### config.mk
export PLATFORM = sky130hd
export DESIGN_NAME = strap_mode_config_latch
export DESIGN_NICKNAME = d
export VERILOG_FILES = /design/src/shared/strap_cfg_pkg.sv /design/src/core/strap_decoder.sv /design/src/core/strap_mode_config_latch.sv
export SDC_FILE = /design/constraint.sdc
export NUM_CORES = 1
export LEC_CHECK = 0
export BUFFER_PORTS_ARGS = -buffer_cell sky130_fd_sc_hd__buf_4
export CORE_ASPECT_RATIO = 0.5
export CORE_MARGIN = 4
export CORE_UTILIZATION = 54
export CTS_CLUSTER_SIZE = 20
export DETAILED_ROUTE_END_ITERATION = 7
export PLACE_DENSITY = 0.79
export SLEW_MARGIN = 20
export SYNTH_ARGS = -nofsm -noshare
export SYNTH_HDL_FRONTEND = slang
export SYNTH_SLANG_ARGS = --single-unit
### constraint.sdc
create_clock -name clock_i -period 2 [get_ports clock_i]
set_clock_uncertainty 0.15 [all_clocks]
set_input_delay 0.2 -clock clock_i [delete_from_list [all_inputs] [get_ports clock_i]]
set_output_delay 0.2 -clock clock_i [all_outputs]
set_load 0.02 [all_outputs]
### src/shared/strap_cfg_pkg.sv
// Constants for the strap-driven configuration latch.
// Assumes a byte-wide register port with 8-bit offsets.
package strap_cfg_pkg;
    localparam logic [7:0] BRIDGE_CONTROL_OFFSET = 8'h4F;
    localparam logic [7:0] BRIDGE_CONFIG_OFFSET  = 8'h54;
    localparam logic [7:0] LINK_CONTROL_OFFSET   = 8'h5B;
    localparam logic [7:0] REMOTE_ID_ADDR_OFFSET = 8'h5C;

    localparam int DISPLAY_ID_DISABLE_POS  = 0;
    localparam int AUDIO_AUX_POS           = 1;
    localparam int REMOTE_ID_COPY_POS      = 5;
    localparam int EXTERNAL_CONTROL_POS    = 7;
    localparam int PLL_RESET_FREQ_POS      = 5;
    localparam int COAXIAL_MODE_POS        = 7;

    localparam logic [7:0] BRIDGE_CONTROL_RESET = 8'h00;
    localparam logic [7:0] BRIDGE_CONFIG_RESET  = 8'h00;
    localparam logic [7:0] LINK_CONTROL_RESET   = 8'h20;
    localparam logic [7:0] REMOTE_ID_ADDR_RESET = 8'hA0;

    localparam int FIRST_LEVEL_WIDTH  = 2;
    localparam int SECOND_LEVEL_WIDTH = 3;

    localparam int PIXEL_CLOCK_MAX_MHZ     = 96;
    localparam int LEGACY_PIXEL_MAX_MHZ    = 85;
    localparam int PIXEL_COLOUR_BITS       = 24;

    typedef enum logic [2:0] {
        CAPTURE_WAIT = 3'b001,
        CAPTURE_TAKE = 3'b010,
        CAPTURE_DONE = 3'b100
    } capture_state_type;
endpackage

### src/core/strap_decoder.sv
// Decodes resolved strap level indices into the five mode settings.
// Assumes the level indices are already two-flop synchronised.
`timescale 1ns/10ps
module strap_decoder
    import strap_cfg_pkg::*;
(
    input  wire logic [FIRST_LEVEL_WIDTH-1:0]  strap_level_first_i,
    input  wire logic [SECOND_LEVEL_WIDTH-1:0] strap_level_second_i,
    output logic                               display_id_source_o,
    output logic                               aux_audio_o,
    output logic                               controller_override_o,
    output logic                               cable_is_coaxial_o,
    output logic                               remote_id_copy_o
);
    assign display_id_source_o   = strap_level_first_i[1];
    assign aux_audio_o           = strap_level_first_i[0];
    assign controller_override_o = strap_level_second_i[2];
    assign cable_is_coaxial_o    = strap_level_second_i[1];
    assign remote_id_copy_o      = strap_level_second_i[0];
endmodule // strap_decoder

### src/core/strap_mode_config_latch.sv
// Power-up strap capture into configuration registers, with software
// override and the mode outputs that the rest of the bridge obeys.
// Assumes a simple byte register port on clock_i; strap levels come
// from an analog resolver outside this clock domain.
`timescale 1ns/10ps

// Contract
// Capture both decoded straps into register fields at power-up.
// Software reads each captured field and may overwrite it later.
// First strap's four levels give display-ID source and aux audio.
// Second strap's index bits give override, coaxial, remote copy, MSB first.
// Source 0 searches remote display-ID memory at 0xA0, else internal SRAM.
// Source 1 selects the external local display-ID memory.
// Aux audio 0 carries video audio only; 1 adds the aux channel.
// Override 1 hands video input control to external I2C controller.
// Coaxial bit selects coaxial or twisted-pair link configuration.
// Remote copy 1 copies remote display-ID into SRAM when available.
// Display-ID source lands in bit 0 of register 0x4F.
// Aux audio lands in bit 1 of register 0x54.
// Controller override lands in bit 7 of register 0x54.
// Cable type lands in bit 7 of register 0x5B.
// Remote copy lands in bit 5 of register 0x54.
// Single link carries up to 96 MHz, 24-bit video.
// System keeps pixel clock under 85 MHz for older receivers.
// With PLL-reset feature on, frequency detect may reset the PLL.
// Clearing 0x5B bit 5 stops PLL resets on frequency change.
// Host writes PLL-reset disable after finishing all configuration.
// Host reaches registers over I2C-compatible bus, one of eight addresses.
// Sample strap indices once at reset release; hold until write.
// Capture touches only the five strap bits; others keep reset values.
module strap_mode_config_latch
    import strap_cfg_pkg::*;
(
    input  wire logic                          clock_i,
    input  wire logic                          rst_i,
    input  wire logic [FIRST_LEVEL_WIDTH-1:0]  strap_level_first_i,
    input  wire logic [SECOND_LEVEL_WIDTH-1:0] strap_level_second_i,
    input  wire logic                          reg_write_i,
    input  wire logic                          reg_read_i,
    input  wire logic [7:0]                    reg_addr_i,
    input  wire logic [7:0]                    reg_wdata_i,
    output logic [7:0]                         reg_rdata_o,
    output logic                               reg_hit_o,
    input  wire logic                          freq_change_i,
    input  wire logic                          remote_id_found_i,
    output logic                               capture_done_o,
    output logic                               use_remote_id_o,
    output logic                               use_local_id_o,
    output logic                               use_internal_id_o,
    output logic [7:0]                         remote_id_addr_o,
    output logic                               copy_remote_id_o,
    output logic                               aux_audio_enable_o,
    output logic                               external_control_o,
    output logic                               coaxial_mode_o,
    output logic                               pll_reset_o
);
    // Strap levels come from an analog resolver: two flops before use
    logic [FIRST_LEVEL_WIDTH-1:0]  first_meta;
    logic [FIRST_LEVEL_WIDTH-1:0]  first_sync;
    logic [SECOND_LEVEL_WIDTH-1:0] second_meta;
    logic [SECOND_LEVEL_WIDTH-1:0] second_sync;

    always_ff @(posedge clock_i or posedge rst_i) begin
        if (rst_i) begin
            first_meta  <= '0;
            first_sync  <= '0;
            second_meta <= '0;
            second_sync <= '0;
        end else begin
            first_meta  <= strap_level_first_i;
            first_sync  <= first_meta;
            second_meta <= strap_level_second_i;
            second_sync <= second_meta;
        end
    end

    logic dec_source;
    logic dec_aux;
    logic dec_override;
    logic dec_coaxial;
    logic dec_copy;

    strap_decoder u_strap_decoder (
        .strap_level_first_i   (first_sync),
        .strap_level_second_i  (second_sync),
        .display_id_source_o   (dec_source),
        .aux_audio_o           (dec_aux),
        .controller_override_o (dec_override),
        .cable_is_coaxial_o    (dec_coaxial),
        .remote_id_copy_o      (dec_copy)
    );

    // Wait two cycles after release so the synchroniser holds the strap
    capture_state_type state;
    capture_state_type next_state;
    logic              wait_count;

    always_comb begin
        case (state)
            CAPTURE_WAIT: next_state = wait_count ? CAPTURE_TAKE
                                                  : CAPTURE_WAIT;
            CAPTURE_TAKE: next_state = CAPTURE_DONE;
            CAPTURE_DONE: next_state = CAPTURE_DONE;
            default:      next_state = CAPTURE_WAIT;
        endcase
    end

    always_ff @(posedge clock_i or posedge rst_i) begin
        if (rst_i) begin
            state      <= CAPTURE_WAIT;
            wait_count <= 1'b0;
        end else begin
            state      <= next_state;
            wait_count <= 1'b1;
        end
    end

    wire take_strap = (state == CAPTURE_TAKE);

    wire sel_control = (reg_addr_i == BRIDGE_CONTROL_OFFSET);
    wire sel_config  = (reg_addr_i == BRIDGE_CONFIG_OFFSET);
    wire sel_link    = (reg_addr_i == LINK_CONTROL_OFFSET);
    wire sel_rid     = (reg_addr_i == REMOTE_ID_ADDR_OFFSET);
    wire sel_any     = sel_control | sel_config | sel_link | sel_rid;

    wire wr_control = reg_write_i & sel_control;
    wire wr_config  = reg_write_i & sel_config;
    wire wr_link    = reg_write_i & sel_link;
    wire wr_rid     = reg_write_i & sel_rid;

    logic [7:0] bridge_control_reg;
    logic [7:0] bridge_config_reg;
    logic [7:0] link_control_one_reg;
    logic [7:0] remote_id_addr_reg;

    // Software write after capture replaces the strapped value
    function automatic logic [7:0] merge_bit(input logic [7:0] cur,
                                             input int pos,
                                             input logic val);
        logic [7:0] res;
        res      = cur;
        res[pos] = val;
        return res;
    endfunction

    wire [7:0] strap_control = merge_bit(bridge_control_reg,
        DISPLAY_ID_DISABLE_POS, dec_source);
    wire [7:0] strap_config = merge_bit(merge_bit(merge_bit(
        bridge_config_reg,
        AUDIO_AUX_POS, dec_aux),
        EXTERNAL_CONTROL_POS, dec_override),
        REMOTE_ID_COPY_POS, dec_copy);
    wire [7:0] strap_link = merge_bit(link_control_one_reg,
        COAXIAL_MODE_POS, dec_coaxial);

    wire [7:0] next_control = take_strap ? strap_control
                            : wr_control ? reg_wdata_i
                            : bridge_control_reg;
    wire [7:0] next_config  = take_strap ? strap_config
                            : wr_config  ? reg_wdata_i
                            : bridge_config_reg;
    wire [7:0] next_link    = take_strap ? strap_link
                            : wr_link    ? reg_wdata_i
                            : link_control_one_reg;

    always_ff @(posedge clock_i or posedge rst_i) begin
        if (rst_i) begin
            bridge_control_reg   <= BRIDGE_CONTROL_RESET;
            bridge_config_reg    <= BRIDGE_CONFIG_RESET;
            link_control_one_reg <= LINK_CONTROL_RESET;
            remote_id_addr_reg   <= REMOTE_ID_ADDR_RESET;
        end else begin
            bridge_control_reg   <= next_control;
            bridge_config_reg    <= next_config;
            link_control_one_reg <= next_link;
            if (wr_rid) begin
                remote_id_addr_reg <= reg_wdata_i;
            end
        end
    end

    wire [7:0] read_mux = sel_control ? bridge_control_reg
                        : sel_config  ? bridge_config_reg
                        : sel_link    ? link_control_one_reg
                        : sel_rid     ? remote_id_addr_reg
                        : 8'h00;

    always_ff @(posedge clock_i or posedge rst_i) begin
        if (rst_i) begin
            reg_rdata_o <= 8'h00;
        end else if (reg_read_i) begin
            reg_rdata_o <= read_mux;
        end
    end

    assign reg_hit_o = sel_any & (reg_read_i | reg_write_i);

    // Mode outputs follow the registers, so a write steers them
    wire id_source = bridge_control_reg[DISPLAY_ID_DISABLE_POS];
    wire pll_feat  = link_control_one_reg[PLL_RESET_FREQ_POS];

    assign capture_done_o     = (state == CAPTURE_DONE);
    assign use_local_id_o     = id_source;
    assign use_remote_id_o    = ~id_source & remote_id_found_i;
    assign use_internal_id_o  = ~id_source & ~remote_id_found_i;
    assign remote_id_addr_o   = remote_id_addr_reg;
    assign copy_remote_id_o   = bridge_config_reg[REMOTE_ID_COPY_POS]
                              & remote_id_found_i;
    assign aux_audio_enable_o = bridge_config_reg[AUDIO_AUX_POS];
    assign external_control_o =
        bridge_config_reg[EXTERNAL_CONTROL_POS];
    assign coaxial_mode_o     = link_control_one_reg[COAXIAL_MODE_POS];
    // Link runs single-lane; clock limits are the system's to keep
    assign pll_reset_o        = pll_feat & freq_change_i;

    // Set by the first capture pulse; a second pulse is a fault
    logic strap_taken;

    always_ff @(posedge clock_i or posedge rst_i) begin
        if (rst_i) begin
            strap_taken <= 1'b0;
        end else if (take_strap) begin
            strap_taken <= 1'b1;
        end
    end

    // Strap capture: right bits, rest of 0x5B untouched, exactly once
    a_capture_fields: assert property (
        @(posedge clock_i) disable iff (rst_i)
        take_strap |=> bridge_control_reg[0] == $past(first_sync[1])
        && bridge_config_reg[7] == $past(second_sync[2]))
        else $error("Strap capture mismatch");
    a_config_capture: assert property (
        @(posedge clock_i) disable iff (rst_i)
        take_strap |=> bridge_config_reg[1] == $past(first_sync[0])
        && bridge_config_reg[5] == $past(second_sync[0]))
        else $error("Config capture mismatch");
    a_link_capture: assert property (
        @(posedge clock_i) disable iff (rst_i)
        take_strap |=> link_control_one_reg[7] == $past(second_sync[1])
        && link_control_one_reg[6:0] == $past(link_control_one_reg[6:0]))
        else $error("Link capture mismatch");
    a_capture_once: assert property (
        @(posedge clock_i) disable iff (rst_i)
        capture_done_o |=> !take_strap && capture_done_o)
        else $error("Second capture");
    a_single_take: assert property (
        @(posedge clock_i) disable iff (rst_i)
        take_strap |-> !strap_taken)
        else $error("Strap captured twice");
    a_capture_time: assert property (
        @(posedge clock_i) disable iff (rst_i)
        $rose(wait_count) |-> ##1 take_strap ##1 capture_done_o)
        else $error("Capture timing wrong");
    a_fields_hold: assert property (
        @(posedge clock_i) disable iff (rst_i)
        capture_done_o && !reg_write_i
        |=> $stable(bridge_control_reg) && $stable(bridge_config_reg)
        && $stable(link_control_one_reg))
        else $error("Field moved without a write");

    // Register port: writes land, reads return the addressed register
    a_write_takes: assert property (
        @(posedge clock_i) disable iff (rst_i)
        wr_config && !take_strap |=> bridge_config_reg == $past(reg_wdata_i))
        else $error("Write not stored");
    a_write_control: assert property (
        @(posedge clock_i) disable iff (rst_i)
        wr_control && !take_strap
        |=> bridge_control_reg == $past(reg_wdata_i))
        else $error("Control write not stored");
    a_write_link: assert property (
        @(posedge clock_i) disable iff (rst_i)
        wr_link && !take_strap
        |=> link_control_one_reg == $past(reg_wdata_i))
        else $error("Link write not stored");
    a_write_address: assert property (
        @(posedge clock_i) disable iff (rst_i)
        wr_rid |=> remote_id_addr_o == $past(reg_wdata_i))
        else $error("Remote address write not stored");
    a_write_ignored: assert property (
        @(posedge clock_i) disable iff (rst_i)
        reg_write_i && !sel_any && !take_strap
        |=> $stable(bridge_control_reg) && $stable(bridge_config_reg)
        && $stable(link_control_one_reg) && $stable(remote_id_addr_reg))
        else $error("Unmapped write changed a register");
    a_read_control: assert property (
        @(posedge clock_i) disable iff (rst_i)
        reg_read_i && sel_control
        |=> reg_rdata_o == $past(bridge_control_reg))
        else $error("Control read wrong");
    a_read_config: assert property (
        @(posedge clock_i) disable iff (rst_i)
        reg_read_i && sel_config
        |=> reg_rdata_o == $past(bridge_config_reg))
        else $error("Config read wrong");
    a_read_link: assert property (
        @(posedge clock_i) disable iff (rst_i)
        reg_read_i && sel_link
        |=> reg_rdata_o == $past(link_control_one_reg))
        else $error("Link read wrong");
    a_read_unmapped: assert property (
        @(posedge clock_i) disable iff (rst_i)
        reg_read_i && !sel_any |=> reg_rdata_o == 8'h00)
        else $error("Unmapped read not zero");
    a_read_holds: assert property (
        @(posedge clock_i) disable iff (rst_i)
        !reg_read_i |=> $stable(reg_rdata_o))
        else $error("Read data moved without a read");

    // Mode outputs
    a_pll_blocked: assert property (
        @(posedge clock_i) disable iff (rst_i)
        !link_control_one_reg[5] |-> !pll_reset_o)
        else $error("PLL reset while disabled");
    a_pll_fires: assert property (
        @(posedge clock_i) disable iff (rst_i)
        link_control_one_reg[5] && freq_change_i |-> pll_reset_o)
        else $error("PLL reset missing");
    a_id_select: assert property (
        @(posedge clock_i) disable iff (rst_i)
        $onehot({use_local_id_o, use_remote_id_o, use_internal_id_o}))
        else $error("Display-ID select not one-hot");
    a_remote_search: assert property (
        @(posedge clock_i) disable iff (rst_i)
        !bridge_control_reg[0] |-> use_remote_id_o == remote_id_found_i)
        else $error("Remote display-ID search wrong");
    a_copy_gate: assert property (
        @(posedge clock_i) disable iff (rst_i)
        !remote_id_found_i |-> !copy_remote_id_o)
        else $error("Copy without remote display-ID");

    c_capture:  cover property (@(posedge clock_i) disable iff (rst_i)
        take_strap ##1 capture_done_o);
    c_override: cover property (@(posedge clock_i) disable iff (rst_i)
        capture_done_o && wr_link);
    c_pll_off:  cover property (@(posedge clock_i) disable iff (rst_i)
        $fell(link_control_one_reg[5]));
    c_rid_write: cover property (@(posedge clock_i) disable iff (rst_i)
        capture_done_o && wr_rid);
    c_remote_copy: cover property (@(posedge clock_i) disable iff (rst_i)
        use_remote_id_o && copy_remote_id_o);
endmodule // strap_mode_config_latch

; After elaboration in Yosys (flattened, before gate mapping)
; Index checks and enable logic that the tools add are counted.
[classes]
n_reduce_logical = 7
n_bitwise = 16
mux = 12
eq_ne = 7
[op_table]
columns = operator, count
row1 = 8-bit two-way mux, 8
row2 = "8-bit by 7-bit equality test with 1-bit output, second input constant", 4
row3 = 1-bit AND, 9
row4 = 3-bit one-hot mux with 2 select lines, 1
row5 = 2-bit AND reduction, 3
row6 = 2-bit nonzero test, 3
row7 = 1-bit bitwise OR, 4
row8 = "3-bit by 1-bit equality test with 1-bit output, second input constant", 1
row9 = "3-bit by 2-bit equality test with 1-bit output, second input constant", 1
row10 = "3-bit equality test, second input constant", 1
row11 = 1-bit NOT, 3
row12 = 1-bit two-way mux, 2
row13 = 2-bit two-way mux, 1
row14 = 2-bit OR reduction, 1
[totals]
elab_cells = 56
register_bits = 54

; Depth between registers and ports, before layout
; Gate-level depths: netlist of the first run.
[depth]
depth_word = 5
depth_mapped = 5
depth_no_buf = 3

; Modules after synthesis
; A second synthesis of the first run with hierarchy kept.
[hier_totals]
hier_cells = 197
area_unflattened_um2 = 2478.6
[by_module_without_submodules]
columns = module, n_inst, area_each_um2, seq_area_each_um2, cells_per_inst
row1 = strap_mode_config_latch, 1, 2441.1, 1356.3, 192
row2 = strap_decoder, 1, 37.5, 0.0, 5

; Least setup slack after synthesis of the first run
; No wires, ideal clock.
[synth_path]
path_type = reg-to-reg
from = reg state[0]
to = reg link_control_one_reg[0]
setup_slack_ns = 0.271
period_less_slack_ns = 1.729
path_stages_with_launch = 6
arrival_ns = 1.454
cell_sequence = dfstp_2 or3b_1 buf_6 and4_4 buf_6 mux2_4
[synth_between]
elab_chain_len = 3
[synth_rtl]
columns = element, line_no
row1 = from (decl), strap_mode_config_latch.sv:94  ; capture_state_type state;
row2 = from (signal assigned), strap_mode_config_latch.sv:113  ; state <= next_state;
row3 = 3-bit by 2-bit equality test with 1-bit output, strap_mode_config_latch.sv:118  ; wire take_strap = (state == CAPTURE_TAKE);
row4 = 1-bit NOT (no source line), n/a
row5 = 2-bit AND reduction (no source line), n/a
row6 = to (signal assigned), strap_mode_config_latch.sv:175  ; link_control_one_reg <= next_link;
row7 = to (decl), strap_mode_config_latch.sv:133  ; logic [7:0] link_control_one_reg;
; No other way between the ends.
; A chain may end at the register's enable or synchronous reset.

; Final worst setup path of the first run
[layout_path]
from = reg state[2]
to = reg bridge_config_reg[6]
[layout_between]
elab_chain_len = 3
[layout_rtl]
columns = element, line_no
row1 = 3-bit by 2-bit equality test with 1-bit output, strap_mode_config_latch.sv:118
row2 = 1-bit NOT (no source line), n/a
row3 = 2-bit AND reduction (no source line), n/a
row4 = to (signal assigned), strap_mode_config_latch.sv:174  ; bridge_config_reg <= next_config;
row5 = to (decl), strap_mode_config_latch.sv:132  ; logic [7:0] bridge_config_reg;
; No other way between the ends.

==> impl_metrics.ini, run 1 <==
[hold_path]
worst_hold_path_type = input port to flip-flop
min_path_cells = 3
hp-start = reg_write_i
hold_end = link_control_one_reg[7]

[job]
maxCapViolations = 0

[routing]
vias = 1900
avgRoutedWirePerCell_um = 18.65
vias_per_cell = 5.828
finalWirelength_um = 6080
drc = 0
ant_nets = 0
first_iter_violations = 90
drt-pass1-iter-count = 4

[outcome]
outcome = finished clean

[power]
ir_worst_vdd_mv = 0.6078
seq_power_share_pct = 51.1
comb_power_share_pct = 22.7
power.switching_uw = 728.7
internal_power_mw = 1.820
swShare_pct = 28.59
p_per_area_nw_per_um2 = 774.9
pwr-share-clk_pct = 26.1
p_leak_nw = 1.582

[final_layout]
n_antenna_cell = 0
drive_gt1_share_pct = 45.72
fin_util_pct = 73.64
syn2layout_area_growth_pct = 29.06
finalNonFillerCells = 326
fillers = 317
final_nets = 295

[logic_synthesis]
async_reset_ff_share_pct = 100.0
ys_ff_latch = 54
synthCells = 195
ys_types = 39
synth_edf_count = 0
syn_area_per_cell_um2 = 13.07
yosys_warnings = 0
synth-seq-area-share_pct = 53.22
syn-cell-area_um2 = 2549
synth_fp_nets = 222
synthFlopType = dfrtp_1

[global_route]
first_global_vias = 1954
track_usage_pct = 21.85
gr-usage-met2_pct = 36.74
grt_max_degree = 35
grt_first_pass_wirelength_um = 10060
met1_usage_pct = 29.30
antenna_found_initial = 0
use_met3_pct = 4.707
grt_overflow = 0
top_usage_layer = met2

[die]
dieArea_um2 = 5950
io_pins = 53
start_util_pct = 57.06
core-area_um2 = 4467
fp.dieW_um = 105.2
dieHeight_um = 56.58
rows = 17

[place]
gp_congestion = 0.8085
hpwl_um = 4247
placed_cells = 304
port_buffers = 52

[worst_setup_path]
worst_setup_path_start_kind = flip-flop
path_max_fanout = 5
crit_type = flip-flop to flip-flop
crit_arrival_ns = 1.91
r2r_end = bridge_config_reg[6]
r2r_start = state[2]
cp-end-kind = flip-flop
r2r_slack_ns = 0.15
r2r_cells = 4
critical_path_required_ns = 2.05

[sta]
relSlewSlack_pct = 46.43
finalSetupViolCount = 0
maxSlewViolCount = 0
rsz0062_at_grt = false
worst_pin_slew_ns = 0.8019
tns_ns = 0
fmax_mhz = 539.8
fin_crit_ns = 1.853
hold_slack_ns = 0.1214
hold_viol_final = 0
period_share_pct = 92.63

[cts]
numCtsBuffers = 5
cts_resized = 0
cts_sinks = 54
clk_latency_ns = 0.31
cts_buffer_depth = 2
clk_pin_slew_worst_paths_ns = 0.10
htree_num_levels = 2
postCtsSetupBuffers = 0
cts_tree = built
clock_tree.root_cell = clkbuf_8
==> layout by cell type, fill, tap and decap left out, types with 2 or more instances in the layout <==
master,instances
a21oi_1,4
o31ai_1,3
and4bb_2,3
or3b_2,2
nor2b_1,9
dfrtp_1,50
a41oi_1,8
mux2_4,15
nor2_1,7
buf_4,63
and4b_1,5
a31oi_1,5
and2_1,3
a22oi_1,8
nor3b_1,4
mux2_2,20
nand2_1,2
inv_1,3
clkbuf_8,7
o21ai_0,10
dlygate4sd3_1,14
dfstp_2,4
nand4_1,2
==> how the worst max path moves through the flow <==
stage | from | end | slack [ns]
finish | state[2] | bridge_config_reg[6] | 0.15
global route | state[2] | bridge_config_reg[2] | 0.03
CTS | state[2] | bridge_config_reg[3] | 0.13
detailed placement | reg_addr_i[7] | remote_id_addr_o[4] | 0.10
global placement | reg_addr_i[7] | remote_id_addr_o[4] | 0.14
floorplan | state[0] | link_control_one_reg[0] | 0.27
==> logic make-up (layout without fill, tap and decap cells) <==
family | count (synthesis) | in the layout | synth area share [%]
other | 1 | 1 | 0.1471
AND/OR/NAND/NOR | 49 | 49 | 14.97
buffers and inverters | 16 | 90 | 3.289
flip-flops | 54 | 54 | 53.22
AO/OA/AOI/OAI | 40 | 40 | 10.70
multiplexers | 35 | 35 | 17.67
==> synthesized netlist by cell type (2+ instances only) <==
cell type / instances / area [µm²]
buf_1: 2 / 7.510
nor2b_1: 9 / 56.30
o31ai_1: 3 / 22.52
mux2_4: 15 / 225.2
nand2_1: 2 / 7.510
nor3b_1: 4 / 30.03
or3b_2: 2 / 17.52
a21oi_1: 4 / 20.02
and2_1: 3 / 18.77
a31oi_1: 5 / 31.28
and4bb_2: 3 / 37.54
dfrtp_1: 50 / 1251
mux2_2: 20 / 225.2
and4b_1: 5 / 50.05
inv_1: 4 / 15.01
nor2_1: 7 / 26.28
a41oi_1: 8 / 70.07
dfstp_2: 4 / 105.1
buf_6: 3 / 33.78
o21ai_0: 10 / 50.05
clkbuf_1: 6 / 22.52
nand4_1: 2 / 12.51
a22oi_1: 8 / 60.06
==> per-layer routing <==
metal  part of all wire [%]  wire [µm]  vias to the layer above
met2                     49       2963                       67
met3                    6.0        366                       12
met1                     44       2678                      946
li1                       -          -                      875
met5                      0          0                        -
met4                    1.2         72                        0
==> area by class of cell <==
cell class | instances | area [µm²] | share of cell area, %
flip-flops and latches | 54 | 1356 | 41.23
multi-input cells | 125 | 1109 | 33.70
repair buffers | 78 | 633.1 | 19.25
clock buffers | 7 | 96.34 | 2.929
well taps | 57 | 71.32 | 2.168
inverters | 4 | 15.01 | 0.4564
clock inverters | 1 | 8.758 | 0.2663
==> per-stage QoR <==
stage          instance area, µm²  setup slack [ns]  power (mW)
6_report                     3289            0.1474       2.549
5_1_grt                      3289           0.02696       2.685
4_1_cts                      3289            0.1280       2.567
3_5_place_dp                 3044            0.1044       1.884
3_3_place_gp                 3044            0.1398       1.858
2_1_floorplan                2549            0.2705       1.633
==> what timing repair did <==
item                                    CTS  global route
hold endpoints to repair                 45             0
hold buffers                             14             0
endpoints found under the setup margin    0             0
==> power groups by stage <==
stage	registers, mW	logic, mW	clock network [mW]
after floorplan	1.35	0.284	0
after global placement	1.31	0.546	0
after detailed placement	1.32	0.559	0
after CTS	1.30	0.584	0.680
after global routing	1.32	0.622	0.746
final	1.30	0.579	0.666
==> critical path: stages (launching register included) <==
cell     delay [ns]
dfrtp_1        0.41
nor3b_1        0.67
nor4_4         0.07
buf_4          0.19
mux2_2         0.27
(Power assumes the default switching activity.)
==> run 2, diff against run 1 <==
--- a/config.mk
+++ b/config.mk
@@ -5,6 +5,7 @@
 export SDC_FILE = /design/constraint.sdc
 export NUM_CORES = 1
 export LEC_CHECK = 0
+export ABC_AREA = 1
 export BUFFER_PORTS_ARGS = -buffer_cell sky130_fd_sc_hd__buf_4
 export CORE_ASPECT_RATIO = 0.5
 export CORE_MARGIN = 4
@@ -12,6 +13,7 @@
 export CTS_CLUSTER_SIZE = 20
 export DETAILED_ROUTE_END_ITERATION = 7
 export PLACE_DENSITY = 0.79
+export SKIP_LAST_GASP = 1
 export SLEW_MARGIN = 20
 export SYNTH_ARGS = -nofsm -noshare
 export SYNTH_HDL_FRONTEND = slang
==> run 2 against run 1 <==
Net effect:
- total power is 1.2% lower
- worst hold slack worse by 0.11 ns
- non-clock buffer count is 13 lower
- clock power is 6.8% lower
- register-to-register slack better by 0.18 ns
- die area is 2.9% higher
- wire length is 1.4% lower
- flip-flop and latch count stayed put
- fmax is 11% higher
- cell area is 0.57% lower
- count of clock-buffer cells in the layout stayed put
- highest routed layer unchanged
==> impl_metrics.ini, run 2 <==
[job]
maxCapViolations = 0

[logic_synthesis]
yosysTopAreaCell = dfrtp_1
ys_top_cells_by_count = nand2_1 (77), dfrtp_1 (50), nand3_1 (36)
yosys_warnings = 0
synthCells = 292
synth_edf_count = 0
ys_types = 26
synthFlopType = dfrtp_1
synth_top_cell_area_share_pct = 47.55
ys_ff_latch = 54
synth_most_common_cell = nand2_1
synth_area_leaders = dfrtp_1 (48%), nand2_1 (11%), nand3_1 (6.8%)
synth-seq-area-share_pct = 51.55
async_reset_ff_share_pct = 100.0
syn-cell-area_um2 = 2631
syn_area_per_cell_um2 = 9.011
synth_fp_nets = 319

[cts]
cts_tree = built
postCtsSetupBuffers = 0
htree_num_levels = 2
cts_buffer_depth = 2
clk_pin_slew_worst_paths_ns = 0.09
hold_buffers = 7
cts_resized = 0
clock_tree.root_cell = clkbuf_8
cts_sinks = 54
numCtsBuffers = 5
clk_latency_ns = 0.30

[global_route]
use_met3_pct = 5.311
gr-usage-met2_pct = 35.60
track_usage_pct = 20.95
grt_first_pass_wirelength_um = 10170
top_usage_layer = met2
grt_overflow = 0
first_global_vias = 2152
antenna_found_initial = 0
met1_usage_pct = 27.82
grt_max_degree = 27

[die]
dieArea_um2 = 6121
core-area_um2 = 4552
dieHeight_um = 57.36
rows = 17
start_util_pct = 57.81
fp.dieW_um = 106.7
io_pins = 53

[worst_setup_path]
crit_arrival_ns = 1.75
crit_type = flip-flop to flip-flop
r2r_end = bridge_control_reg[6]
path_max_fanout = 14
critical_path_required_ns = 2.08
worst_setup_path_start_kind = flip-flop
cp-startpoint = state[2]
cp-end-kind = flip-flop
critPathCapture = bridge_control_reg[6]
r2r_slack_ns = 0.33
r2r_start = state[2]
r2r_cells = 5
cp_cell_sequence = nor3_4, inv_2, nand2_2, nand2_1, o21ai_2
slowest_delay_ns = 0.43
critPathSlowestCell = dfrtp_1

[routing]
finalWirelength_um = 5992
ant_nets = 0
drt-pass1-iter-count = 5
vias = 2203
first_iter_violations = 164
drc = 0
vias_per_cell = 5.196
avgRoutedWirePerCell_um = 14.13

[sta]
period_share_pct = 83.57
fmax_mhz = 598.3
tns_ns = 0
setup_ws_ns = 0.3287
finalSetupViolCount = 0
rsz0062_at_grt = false
fin_crit_ns = 1.671
hold_viol_final = 0
maxSlewViolCount = 0

[final_layout]
syn2layout_area_growth_pct = 24.30
final_nets = 384
regArea_um2 = 1356
fin_util_pct = 71.85
design_area_um2 = 3271
layout_commonest_cell = nand2_1
multi_input_area_um2 = 1091
n_antenna_cell = 0
final_cell_mix = nand2_1 (77), buf_4 (57), dfrtp_1 (50)
drive_gt1_share_pct = 32.68
fillers = 374
finalNonFillerCells = 424

[place]
placed_cells = 409
hpwl_um = 4663
gp_congestion = 0.8064
dp_slack_ns = 0.2280
port_buffers = 52
place_area_um2 = 3109

[outcome]
outcome = finished clean

[hold_path]
worst_hold_path_type = input port to flip-flop

[power]
p_per_area_nw_per_um2 = 769.6
p_leak_nw = 1.749
ir_worst_vdd_mv = 0.5533
## run 2: routing by layer
layer	part of all wire (%)	vias up	wire [µm]
met1	42	1035	2536
li1	-	1065	-
met2	49	93	2907
met3	8.3	10	496
met5	0	-	0
met4	0.85	0	51
## run 2: where the power goes
part           internal [mW]  leakage, nW  switching (mW)
registers               1.22        0.699          0.0972
logic                  0.240         1.00           0.340
clock network          0.280       0.0482           0.341
## run 2: area by class of cell
cell class	instances	area share [%]
Clock buffer	7	2.640
Clock inverter	1	0.1530
Inverter	35	4.017
Multi-Input combinational cell	196	33.36
Sequential cell	54	41.47
Tap cell	66	2.525
Timing Repair Buffer	65	15.84
## run 2: kinds of logic (layout without fill, tap and decap cells)
| kind of cell | Yosys count | after routing | share of synthesized area [%] |
|---|---|---|---|
| DFF | 54 | 54 | 51.55 |
| and+or+nand+nor | 154 | 154 | 30.72 |
| buffers and inverters | 42 | 108 | 6.990 |
| other | 1 | 1 | 0.1425 |
| AOI/OAI and AO/OA | 41 | 41 | 10.60 |
## run 2: per-stage QoR
step / hold slack (ns) / power, mW
3_5_place_dp: 0.04191 / 1.915
3_3_place_gp: 0.04131 / 1.888
4_1_cts: 0.01948 / 2.539
2_1_floorplan: 0.08143 / 1.659
5_1_grt: 0.02387 / 2.667
6_report: 0.01574 / 2.517
## run 2: worst max-delay path: cells and delay by family (launching register included)
kind	cells	cell delay, ns
buf+inv	1	0.19
flops	1	0.43
simple gates	3	0.75
compound gates	1	0.08
## run 2: worst min path at each step
| stage | start | endpoint | depth (start not counted) |
|---|---|---|---|
| floorplan | strap_level_first_i[0] | first_meta[0] | 0 |
| CTS | reg_wdata_i[1] | bridge_config_reg[1] | 3 |
| detailed placement | rst_i | wait_count | 2 |
| global route | reg_wdata_i[1] | bridge_config_reg[1] | 3 |
| finish | reg_wdata_i[1] | bridge_config_reg[1] | 3 |
| global placement | rst_i | wait_count | 2 |
